File: src/include/spd_pkg.sv
package spd_pkg;
  localparam logic [7:0] SPD_CFG_OFFSET = 8'h9b;
  localparam int SPD_CFG_BYTES = 3;
  localparam logic [23:0] SPD_CFG_RESET = 24'h000000;
  localparam int SPD_SHAPE_HI = 23;
  localparam int SPD_SHAPE_LO = 20;
  localparam logic [3:0] SPD_SHAPE_FRAME = 4'hf;
  localparam int SPD_TYPE_BIT = 19;
  localparam int SPD_POL_BIT = 18;
  localparam int SPD_SEL_HI = 17;
  localparam int SPD_SEL_LO = 16;
  localparam int SPD_PERIOD_HI = 15;
  localparam logic [1:0] SPD_SEL_A = 2'h0;
  localparam logic [1:0] SPD_SEL_SELF = 2'h1;
  localparam logic [1:0] SPD_SEL_C = 2'h2;
  localparam logic [1:0] SPD_SEL_D = 2'h3;
  localparam logic [23:0] SPD_MAX_RATIO = 24'hefffff;
  typedef enum logic [2:0] {
    SPD_IDLE = 3'h1,
    SPD_DIV = 3'h2,
    SPD_FRAME = 3'h4
  } spd_state_t;
endpackage

File: src/spd_edge_sync.sv
`timescale 1ns/100ps
module spd_edge_sync
  import spd_pkg::*;
(
  input wire logic sys_clk_i,
  input wire logic reset_i,
  input wire logic async_i,
  output logic level_o,
  output logic rise_o
);
  logic meta_reg;
  logic sync_reg;
  logic prev_reg;

  always_ff @(posedge sys_clk_i or posedge reset_i)
  begin
    if (reset_i)
    begin
      meta_reg <= 1'b0;
      sync_reg <= 1'b0;
      prev_reg <= 1'b0;
    end
    else
    begin
      meta_reg <= async_i;
      sync_reg <= meta_reg;
      prev_reg <= sync_reg;
    end
  end

  assign level_o = sync_reg;
  assign rise_o = sync_reg & ~prev_reg;
endmodule

File: src/spd_postdiv.sv
`timescale 1ns/100ps
// Operation
// shape field all ones selects frame pulse output instead of clock.
// otherwise output 50% clock, oscillator divided by full 24-bit value; code holds ratio 1 high, ratio 0 low.
// software keeps clock ratio at or below the documented maximum.
// frame pulses spaced by low 16-bit count of related-clock periods.
// select field picks sibling A, C or D; width is one period.
// software never selects code 01, this divider itself.
// polarity bit 0 gives normal pulse, 1 inverted pulse.
// type 0 puts frame boundary at middle of pulse.
// type 1 makes pulse edge mark the frame boundary.
// polarity inverted when pulse routed to configurable output pin.
// a register write restarts counting from the new settings.
module spd_postdiv
  import spd_pkg::*;
(
  input wire logic sys_clk_i,
  input wire logic reset_i,
  input wire logic wr_en_i,
  input wire logic [1:0] wr_byte_i,
  input wire logic [7:0] wr_data_i,
  input wire logic [1:0] rd_byte_i,
  output logic [7:0] rd_data_o,
  input wire logic rel_clk_a_i,
  input wire logic rel_clk_c_i,
  input wire logic rel_clk_d_i,
  input wire logic pin_route_i,
  output logic postdivider_b_ratio_o,
  output logic frame_mode_o
);
  logic [23:0] cfg_reg;
  logic [23:0] cfg_next;
  logic [23:0] cnt_reg;
  logic [23:0] cnt_next;
  logic [15:0] per_reg;
  logic [15:0] per_next;
  logic out_reg;
  logic out_next;
  logic restart_reg;
  spd_state_t state_reg;
  spd_state_t state_next;
  logic a_lvl, c_lvl, d_lvl, a_rise, c_rise, d_rise;
  logic rel_rise;
  logic rel_lvl;
  logic pulse_raw;

  function automatic logic [23:0] spd_half(input logic [23:0] r);
    spd_half = r >> 1;
  endfunction

  spd_edge_sync u_sync_a (.sys_clk_i(sys_clk_i), .reset_i(reset_i), .async_i(rel_clk_a_i),
    .level_o(a_lvl), .rise_o(a_rise));
  spd_edge_sync u_sync_c (.sys_clk_i(sys_clk_i), .reset_i(reset_i), .async_i(rel_clk_c_i),
    .level_o(c_lvl), .rise_o(c_rise));
  spd_edge_sync u_sync_d (.sys_clk_i(sys_clk_i), .reset_i(reset_i), .async_i(rel_clk_d_i),
    .level_o(d_lvl), .rise_o(d_rise));

  wire [3:0] shape = cfg_reg[SPD_SHAPE_HI:SPD_SHAPE_LO];
  wire is_frame = (shape == SPD_SHAPE_FRAME);
  wire [1:0] sel = cfg_reg[SPD_SEL_HI:SPD_SEL_LO];
  wire [15:0] period = cfg_reg[SPD_PERIOD_HI:0];
  // last count of a frame; period 0 acts as 1
  wire [15:0] per_last = (period == 16'h0000) ? 16'h0000 : period - 16'h0001;
  wire type_edge = cfg_reg[SPD_TYPE_BIT];
  wire pol_inv = cfg_reg[SPD_POL_BIT] ^ pin_route_i; // see R7

  // related clock choice; code 01 left dead
  assign rel_rise = (sel == SPD_SEL_A) ? a_rise :
                    (sel == SPD_SEL_C) ? c_rise :
                    (sel == SPD_SEL_D) ? d_rise : 1'b0;
  assign rel_lvl = (sel == SPD_SEL_A) ? a_lvl :
                   (sel == SPD_SEL_C) ? c_lvl :
                   (sel == SPD_SEL_D) ? d_lvl : 1'b0;

  // register write, byte 0 = bits 7:0
  always_comb
  begin
    cfg_next = cfg_reg;
    if (wr_en_i)
    begin
      if (wr_byte_i == 2'h0)
        cfg_next[7:0] = wr_data_i;
      else if (wr_byte_i == 2'h1)
        cfg_next[15:8] = wr_data_i;
      else if (wr_byte_i == 2'h2)
        cfg_next[23:16] = wr_data_i;
    end
  end

  wire [7:0] rd_sel = (rd_byte_i == 2'h0) ? cfg_reg[7:0] :
                      (rd_byte_i == 2'h1) ? cfg_reg[15:8] :
                      (rd_byte_i == 2'h2) ? cfg_reg[23:16] : 8'h00;

  always_comb
  begin
    state_next = state_reg;
    cnt_next = cnt_reg;
    per_next = per_reg;
    out_next = out_reg;
    case (state_reg)
      SPD_IDLE:
      begin
        cnt_next = 24'h000000;
        per_next = 16'h0000;
        out_next = 1'b0;
        if (is_frame)
          state_next = SPD_FRAME;
        else if (cfg_reg != 24'h000000)
          state_next = SPD_DIV;
      end
      SPD_DIV:
      begin
        // toggle at half and full ratio; odd ratio high half rounds down, ratio 1 stays high
        if (cnt_reg >= cfg_reg - 24'h000001)
        begin
          cnt_next = 24'h000000;
          out_next = 1'b1;
        end
        else
        begin
          cnt_next = cnt_reg + 24'h000001;
          if (cnt_reg + 24'h000001 == spd_half(cfg_reg))
            out_next = 1'b0;
        end
      end
      SPD_FRAME:
      begin
        if (rel_rise)
        begin
          if (per_reg >= per_last)
            per_next = 16'h0000;
          else
            per_next = per_reg + 16'h0001;
        end
      end
      default:
        state_next = SPD_IDLE;
    endcase
    if (restart_reg)
      state_next = SPD_IDLE;
  end

  // frame pulse lasts one related period; straddle covers late half of last period and early half of period 0
  assign pulse_raw = type_edge ? (per_reg == 16'h0000) :
                     ((per_reg == per_last) & (~rel_lvl | rel_rise)) |
                     ((per_reg == 16'h0000) & rel_lvl & ~rel_rise);

  always_ff @(posedge sys_clk_i or posedge reset_i)
  begin
    if (reset_i)
    begin
      cfg_reg <= SPD_CFG_RESET;
      cnt_reg <= 24'h000000;
      per_reg <= 16'h0000;
      out_reg <= 1'b0;
      restart_reg <= 1'b0;
      state_reg <= SPD_IDLE;
    end
    else
    begin
      cfg_reg <= cfg_next;
      cnt_reg <= cnt_next;
      per_reg <= per_next;
      out_reg <= out_next;
      restart_reg <= wr_en_i;
      state_reg <= state_next;
    end
  end

  always_ff @(posedge sys_clk_i or posedge reset_i)
  begin
    if (reset_i)
    begin
      postdivider_b_ratio_o <= 1'b0;
      frame_mode_o <= 1'b0;
      rd_data_o <= 8'h00;
    end
    else
    begin
      frame_mode_o <= is_frame;
      rd_data_o <= rd_sel;
      if (state_reg == SPD_FRAME)
        postdivider_b_ratio_o <= pulse_raw ^ pol_inv;
      else
        postdivider_b_ratio_o <= out_reg;
    end
  end
endmodule

File: config.mk
export PLATFORM = sky130hd
export DESIGN_NAME = spd_postdiv
export DESIGN_NICKNAME = d
export VERILOG_FILES = /design/src/include/spd_pkg.sv /design/src/spd_edge_sync.sv /design/src/spd_postdiv.sv
export SDC_FILE = /design/constraint.sdc
export NUM_CORES = 1
export LEC_CHECK = 0
export ABC_AREA = 1
export BUFFER_PORTS_ARGS = -buffer_cell sky130_fd_sc_hd__buf_2
export CORE_MARGIN = 1.5
export CORE_UTILIZATION = 50
export CTS_CLUSTER_DIAMETER = 60
export CTS_CLUSTER_SIZE = 25
export DETAILED_ROUTE_END_ITERATION = 10
export PLACE_DENSITY = 0.67
export SYNTH_ARGS = -nofsm -noshare
export SYNTH_HDL_FRONTEND = slang
export SYNTH_SLANG_ARGS = --single-unit
File: constraint.sdc
create_clock -name sys_clk_i -period 3.6 [get_ports sys_clk_i]
set_input_delay 0.36 -clock sys_clk_i [delete_from_list [all_inputs] [get_ports sys_clk_i]]
set_output_delay 0.36 -clock sys_clk_i [all_outputs]
set_load 0.01 [all_outputs]
Word level (Yosys, flattened, before mapping)
Cells that the tools add are included.
{"block": "classes", "add_sub_neg": 4, "n_mul": 0, "div": 0, "magnitude_cmp": 2, "n_eq_ne": 16, "shift": 0, "muxes": 24, "n_bitwise": 17, "reduce_logical": 15}
{"cell": "16-bit two-way mux", "count": 3}
{"cell": "24-bit one-hot mux with 2 select lines", "count": 1}
{"cell": "16-bit zero test", "count": 2}
{"cell": "16-bit one-hot mux with 2 select lines", "count": 1}
{"cell": "24-bit by 1-bit adder with 24-bit output, second input constant", "count": 1}
{"cell": "24-bit by 23-bit == test with 1-bit output", "count": 1}
{"cell": "24-bit greater-or-equal comparator", "count": 1}
{"cell": "24-bit two-way mux", "count": 1}
{"cell": "8-bit two-way mux", "count": 3}
{"cell": "24-bit nonzero test", "count": 1}
{"cell": "24-bit by 1-bit subtractor with 24-bit output, second input constant", "count": 1}
{"cell": "16-bit by 1-bit adder with 16-bit output, second input constant", "count": 1}
{"cell": "16-bit == test", "count": 1}
{"cell": "16-bit greater-or-equal comparator", "count": 1}
{"cell": "16-bit by 1-bit subtractor with 16-bit output, second input constant", "count": 1}
{"cell": "1-bit two-way mux", "count": 10}
{"cell": "3-bit two-way mux", "count": 3}
{"cell": "2-bit == test, second input constant", "count": 4}
{"cell": "2-bit AND reduction", "count": 4}
{"cell": "1-bit NOT", "count": 7}
{"cell": "1-bit bitwise AND", "count": 6}
{"cell": "2-bit zero test", "count": 3}
{"cell": "3-bit one-hot mux with 2 select lines", "count": 1}
{"cell": "2-bit by 1-bit == test with 1-bit output, second input constant", "count": 2}
{"cell": "other kinds (15)", "count": 18}
{"block": "totals", "regBits": 88, "latch_bits": 0, "ram_bits": 0, "rom_bits": 0, "input_bits": 19, "output_inout_bits": 10, "mem_count": 0}

Longest topological paths before layout
{"block": "logic_depth", "ltp_word": 11, "mapped_depth": 25}

Hierarchy
A second synthesis with hierarchy kept.
{"block": "hier_totals", "cells_unflattened": 925, "hier_area_um2": 6531.3}
{"mod": "spd_postdiv", "n_inst": 1, "cells_each": 907, "area_each_um2": 6264.8, "seq_area_each_um2": 1978.1}
{"mod": "spd_edge_sync", "n_inst": 3, "cells_each": 6, "area_each_um2": 88.8, "seq_area_each_um2": 75.1}

Worst setup path after synthesis
OpenSTA, ideal clock, no wires.
{"block": "synth_timing", "path_type": "register to register", "start": "register cfg_reg[0]", "end": "register cnt_reg[5]", "t_arrival_ns": 3.114, "slack_ns": 0.352, "stages_incl_launch_ff": 22, "path_cell_list": "dfrtp_1 -> inv_1 -> ha_1 -> nand3_1 -> nor2_2 -> nand3_1 -> nor3_1 -> nand3_1 -> xor2_1 -> inv_1 -> ha_1 -> nand2_1 -> inv_1 -> nand3_1 -> nor2_1 -> nand2_1 -> or2_2 -> nand4_1 -> nor2_1 -> buf_2 -> nand3_1 -> o21ai_0"}
{"block": "synth_via", "elab_chain_len": 4}
{"item": "start, declared", "line_no": "spd_postdiv.sv:31", "text": "logic [23:0] cfg_reg;"}
{"item": "start signal, assigned", "line_no": "spd_postdiv.sv:161", "text": "cfg_reg <= cfg_next;"}
{"item": "24-bit by 1-bit subtractor with 24-bit output", "line_no": "spd_postdiv.sv:114", "text": "if (cnt_reg >= cfg_reg - 24'h000001)"}
{"item": "24-bit greater-or-equal comparator", "line_no": "spd_postdiv.sv:114"}
{"item": "24-bit two-way mux", "line_no": "spd_postdiv.sv:114"}
{"item": "24-bit one-hot mux with 2 select lines", "line_no": "spd_postdiv.sv:100", "text": "case (state_reg)"}
{"item": "end signal, assigned", "line_no": "spd_postdiv.sv:162", "text": "cnt_reg <= cnt_next;"}
{"item": "end, declared", "line_no": "spd_postdiv.sv:33", "text": "logic [23:0] cnt_reg;"}
No other way between the ends.
A chain may end at the register's enable or synchronous reset.

Final worst setup path
{"block": "layout_timing", "start": "register cfg_reg[3]", "end": "register out_reg"}
{"block": "layout_via", "elab_chain_len": 4, "word_cells_on_any_way": 7}
{"item": "24-bit by 1-bit subtractor with 24-bit output", "line_no": "spd_postdiv.sv:114"}
{"item": "24-bit greater-or-equal comparator", "line_no": "spd_postdiv.sv:114"}
{"item": "1-bit two-way mux or 3-bit != test (tied branches)"}
{"item": "1-bit one-hot mux with 2 select lines or 2-bit AND reduction (tied branches)"}
{"item": "end signal, assigned", "line_no": "spd_postdiv.sv:164", "text": "out_reg <= out_next;"}
{"item": "end, declared", "line_no": "spd_postdiv.sv:37", "text": "logic out_reg;"}
Parallel ways exist; a longest one is shown, timed or not.

==> impl_metrics.env <==
export IMPL_worstSetupPathDepth=25
export IMPL_avgSynthCellArea_sq_um=7.103
export IMPL_crit_path_start="cfg_reg[3]"
export IMPL_yosysUniqueCellTypes=45
export IMPL_r2r_end="out_reg"
export IMPL_status="finished clean"
export IMPL_ir_drop_mv=0.3678
export IMPL_drive_gt1_frac=0.1576
export IMPL_skew_ps=10.73
export IMPL_viasPerCell=5.378
export IMPL_cp_slowest_cell="dfrtp_2"
export IMPL_synthTopCellsByCount="nand2_1, inv_1, dfrtp_1, nand3_1, nor2_1"
export IMPL_drc=0
export IMPL_synthTopCellsByArea="dfrtp_1, nand2_1, ha_1, inv_1, nand3_1"
export IMPL_initial_utilization=0.5092
export IMPL_yosysTopAreaCellShare=0.3402
export IMPL_core_sq_um=12570
export IMPL_placement_io_buffers=28
export IMPL_hpwlAfterDp_microns=14500
export IMPL_cts_max_level=3
export IMPL_maxSlewHeadroom=0.5685
export IMPL_clk_pin_slew_ps=70
export IMPL_gr_total_overflow=0
export IMPL_slew_viol_final=0
export IMPL_dieArea_sq_um=13490
export IMPL_finalCritPeriodShare=0.9549
export IMPL_hold_violations=0
export IMPL_antenna_found_initial=0
export IMPL_dr_first_iter_drc_count=502
export IMPL_yosys_cell_count_top_type="nand2_1"
export IMPL_wirelength_microns=18340
export IMPL_crit_end="out_reg"
export IMPL_n_antenna_cell=0
export IMPL_synthFlopType="dfrtp_1"
export IMPL_timing_rr_start="cfg_reg[3]"
export IMPL_dp_cells=1114
export IMPL_cp_required_ps=3850
export IMPL_yosysWarnings=0
export IMPL_area_growth_pct=16.07
export IMPL_p_leak_uw=0.003560
export IMPL_fmax_mhz=290.9
export IMPL_synth_top_cell_by_area="dfrtp_1"
export IMPL_cts_tree="done"
export IMPL_drt_pass1_iter_count=5
export IMPL_gp_congestion=1.049
export IMPL_clockBufferDepth=2
export IMPL_synth_edff_count=0
export IMPL_cp_arrival_ps=3690
export IMPL_cts_sinks=88
export IMPL_grt_max_degree=38
export IMPL_cp_buffers_inverters=3
export IMPL_cp_start_kind="register"
export IMPL_grt_pass1_vias=5627
export IMPL_cts_buffers=9
export IMPL_stdcell_count=1143
export IMPL_nNetsFinal=1030
export IMPL_synth_area_sq_um=6400
export IMPL_syn_instance_count=901
export IMPL_rrSetupSlack_ps=160
export IMPL_grt_pass1_wl_microns=28950
export IMPL_drtAntennaViolNets=0
export IMPL_maxCapViolCount=0
export IMPL_worstSetupPathType="register to register"
export IMPL_whs_ps=63.15
export IMPL_io_pins=29
export IMPL_p_per_area_nw_per_um2=420.2
export IMPL_filler_cell_count=1224
export IMPL_utilization=0.5910
export IMPL_async_reset_ff_frac=1.000
export IMPL_die_height_microns=116.1
export IMPL_rows=41
export IMPL_ys_ff_latch=88
export IMPL_die_w_microns=116.1
export IMPL_hold_class="input pin to async pin"
export IMPL_max_stage_delay_ps=450
export IMPL_fin_crit_ps=3437
export IMPL_report_final_setup_viol=0
export IMPL_synth_fp_nets=965
export IMPL_vias=6147
export IMPL_cts_root_buf="clkbuf_16"
export IMPL_routedWlPerCell_microns=16.04
export IMPL_rr_worst_depth=25
export IMPL_grt_total_usage=0.2869
export IMPL_cp_max_fo=5
export IMPL_cpLargestDelayFamily="simple AND/OR/NAND/NOR gates"
export IMPL_yosysSeqAreaShare=0.3443
export IMPL_clk_latency_ps=360
export IMPL_endpoint_kind="register"
export IMPL_tightest_slew_ps=645.7
export IMPL_ctsHoldBuffers=0
export IMPL_cpMostUsedCell="nor2_4"
-- metrics by stage --
| step | power (uW) | TNS, ps | worst slack, ps | area [sq um] |
|---|---|---|---|---|
| after detailed placement | 2059 | -12.97 | -12.97 | 6892 |
| after global placement | 2054 | 0 | 109.1 | 6892 |
| after global routing | 3294 | -1496 | -106.8 | 7428 |
| after floorplan | 1742 | 0 | 352.2 | 6400 |
| final | 3121 | 0 | 162.5 | 7428 |
| after CTS | 3064 | 0 | 20.22 | 7211 |
-- power by group --
part           total [uW]  switching, uW  internal [uW]  leakage [uW]
clock network        1000            434            568      0.000152
registers            1150           79.8           1070       0.00115
logic                 973            635            338       0.00226
total                3120           1150           1970       0.00356
-- how the worst min path moves through the flow --
stage,startpoint,end,cells past startpoint
2_1_floorplan,u_sync_a.meta_reg,u_sync_a.level_o,0
3_3_place_gp,u_sync_d.meta_reg,u_sync_d.level_o,0
3_5_place_dp,u_sync_d.meta_reg,u_sync_d.level_o,0
5_1_grt,rel_clk_a_i,u_sync_a.meta_reg,1
4_1_cts,reset_i,u_sync_c.prev_reg,2
6_report,reset_i,u_sync_c.prev_reg,2
-- layout by cell type, fill, tap and decap left out, types with 4 or more instances in the layout --
| cell type | n |
|---|---|
| nand4_1 | 20 |
| nor3b_1 | 4 |
| nand2_2 | 12 |
| clkbuf_16 | 9 |
| ha_1 | 43 |
| inv_2 | 4 |
| nor2_2 | 9 |
| xor2_1 | 23 |
| nor3_2 | 4 |
| a21oi_1 | 31 |
| nand3_1 | 83 |
| inv_1 | 114 |
| buf_2 | 28 |
| nor2_4 | 12 |
| dfrtp_1 | 84 |
| o22ai_1 | 10 |
| nor4_1 | 5 |
| or2_2 | 9 |
| nand3b_1 | 7 |
| nor2_1 | 74 |
| nor3_1 | 21 |
| nand2_1 | 228 |
| buf_4 | 38 |
| o21ai_0 | 52 |
-- final cells by class --
type,count,area (sq um),area share
Tap cell,172,215.2,0.02897
Clock buffer,10,239.0,0.03217
Sequential cell,88,2207,0.2971
Clock inverter,6,75.07,0.01011
Timing Repair Buffer,68,444.2,0.05979
Inverter,119,447.9,0.06030
Multi-Input combinational cell,680,3800,0.5115
-- layer usage --
metal	vias up	track usage	wire length (microns)
li1	3091	-	-
met1	2812	0.3738	8107
met2	187	0.4576	8429
met3	57	0.05345	973
met4	0	0.1472	828
met5	-	0	0
-- worst reg2reg max path: stages (launching register included) --
cell	delay, ps
dfrtp_2	450
nor2_4	120
nand2_2	80
nor2_4	120
nand3_2	110
nor2_2	130
nand2_2	90
nor2_4	160
nand4_4	120
nor3_2	210
xor2_1	160
inv_1	90
ha_4	280
nand2_2	60
inv_2	60
nand3_4	70
nor2_4	120
nand2_1	60
or2_4	240
nand4_1	160
nor2_4	80
buf_6	140
nand2_2	60
nand2_1	40
nand2_1	90
nand2_1	50
-- what timing repair did --
action | CTS | global route
buffers inserted | 0 | 12
resized for setup | 1 | 35
cloned | 0 | 1
endpoints found under the setup margin | 1 | 37
pin swaps | 0 | 14
-- cell families (layout without fill, tap and decap cells) --
kind of cell	Yosys count	after routing	share of synthesized area
buffers and inverters	133	203	0.08035
XOR/XNOR	25	25	0.03421
AO/OA/AOI/OAI	110	110	0.09423
adder cells (fa/ha/maj)	45	45	0.08798
flip-flops	88	88	0.3443
AND/OR/NAND/NOR	500	500	0.3589
Note: power is estimated with default switching activity, not from simulation.
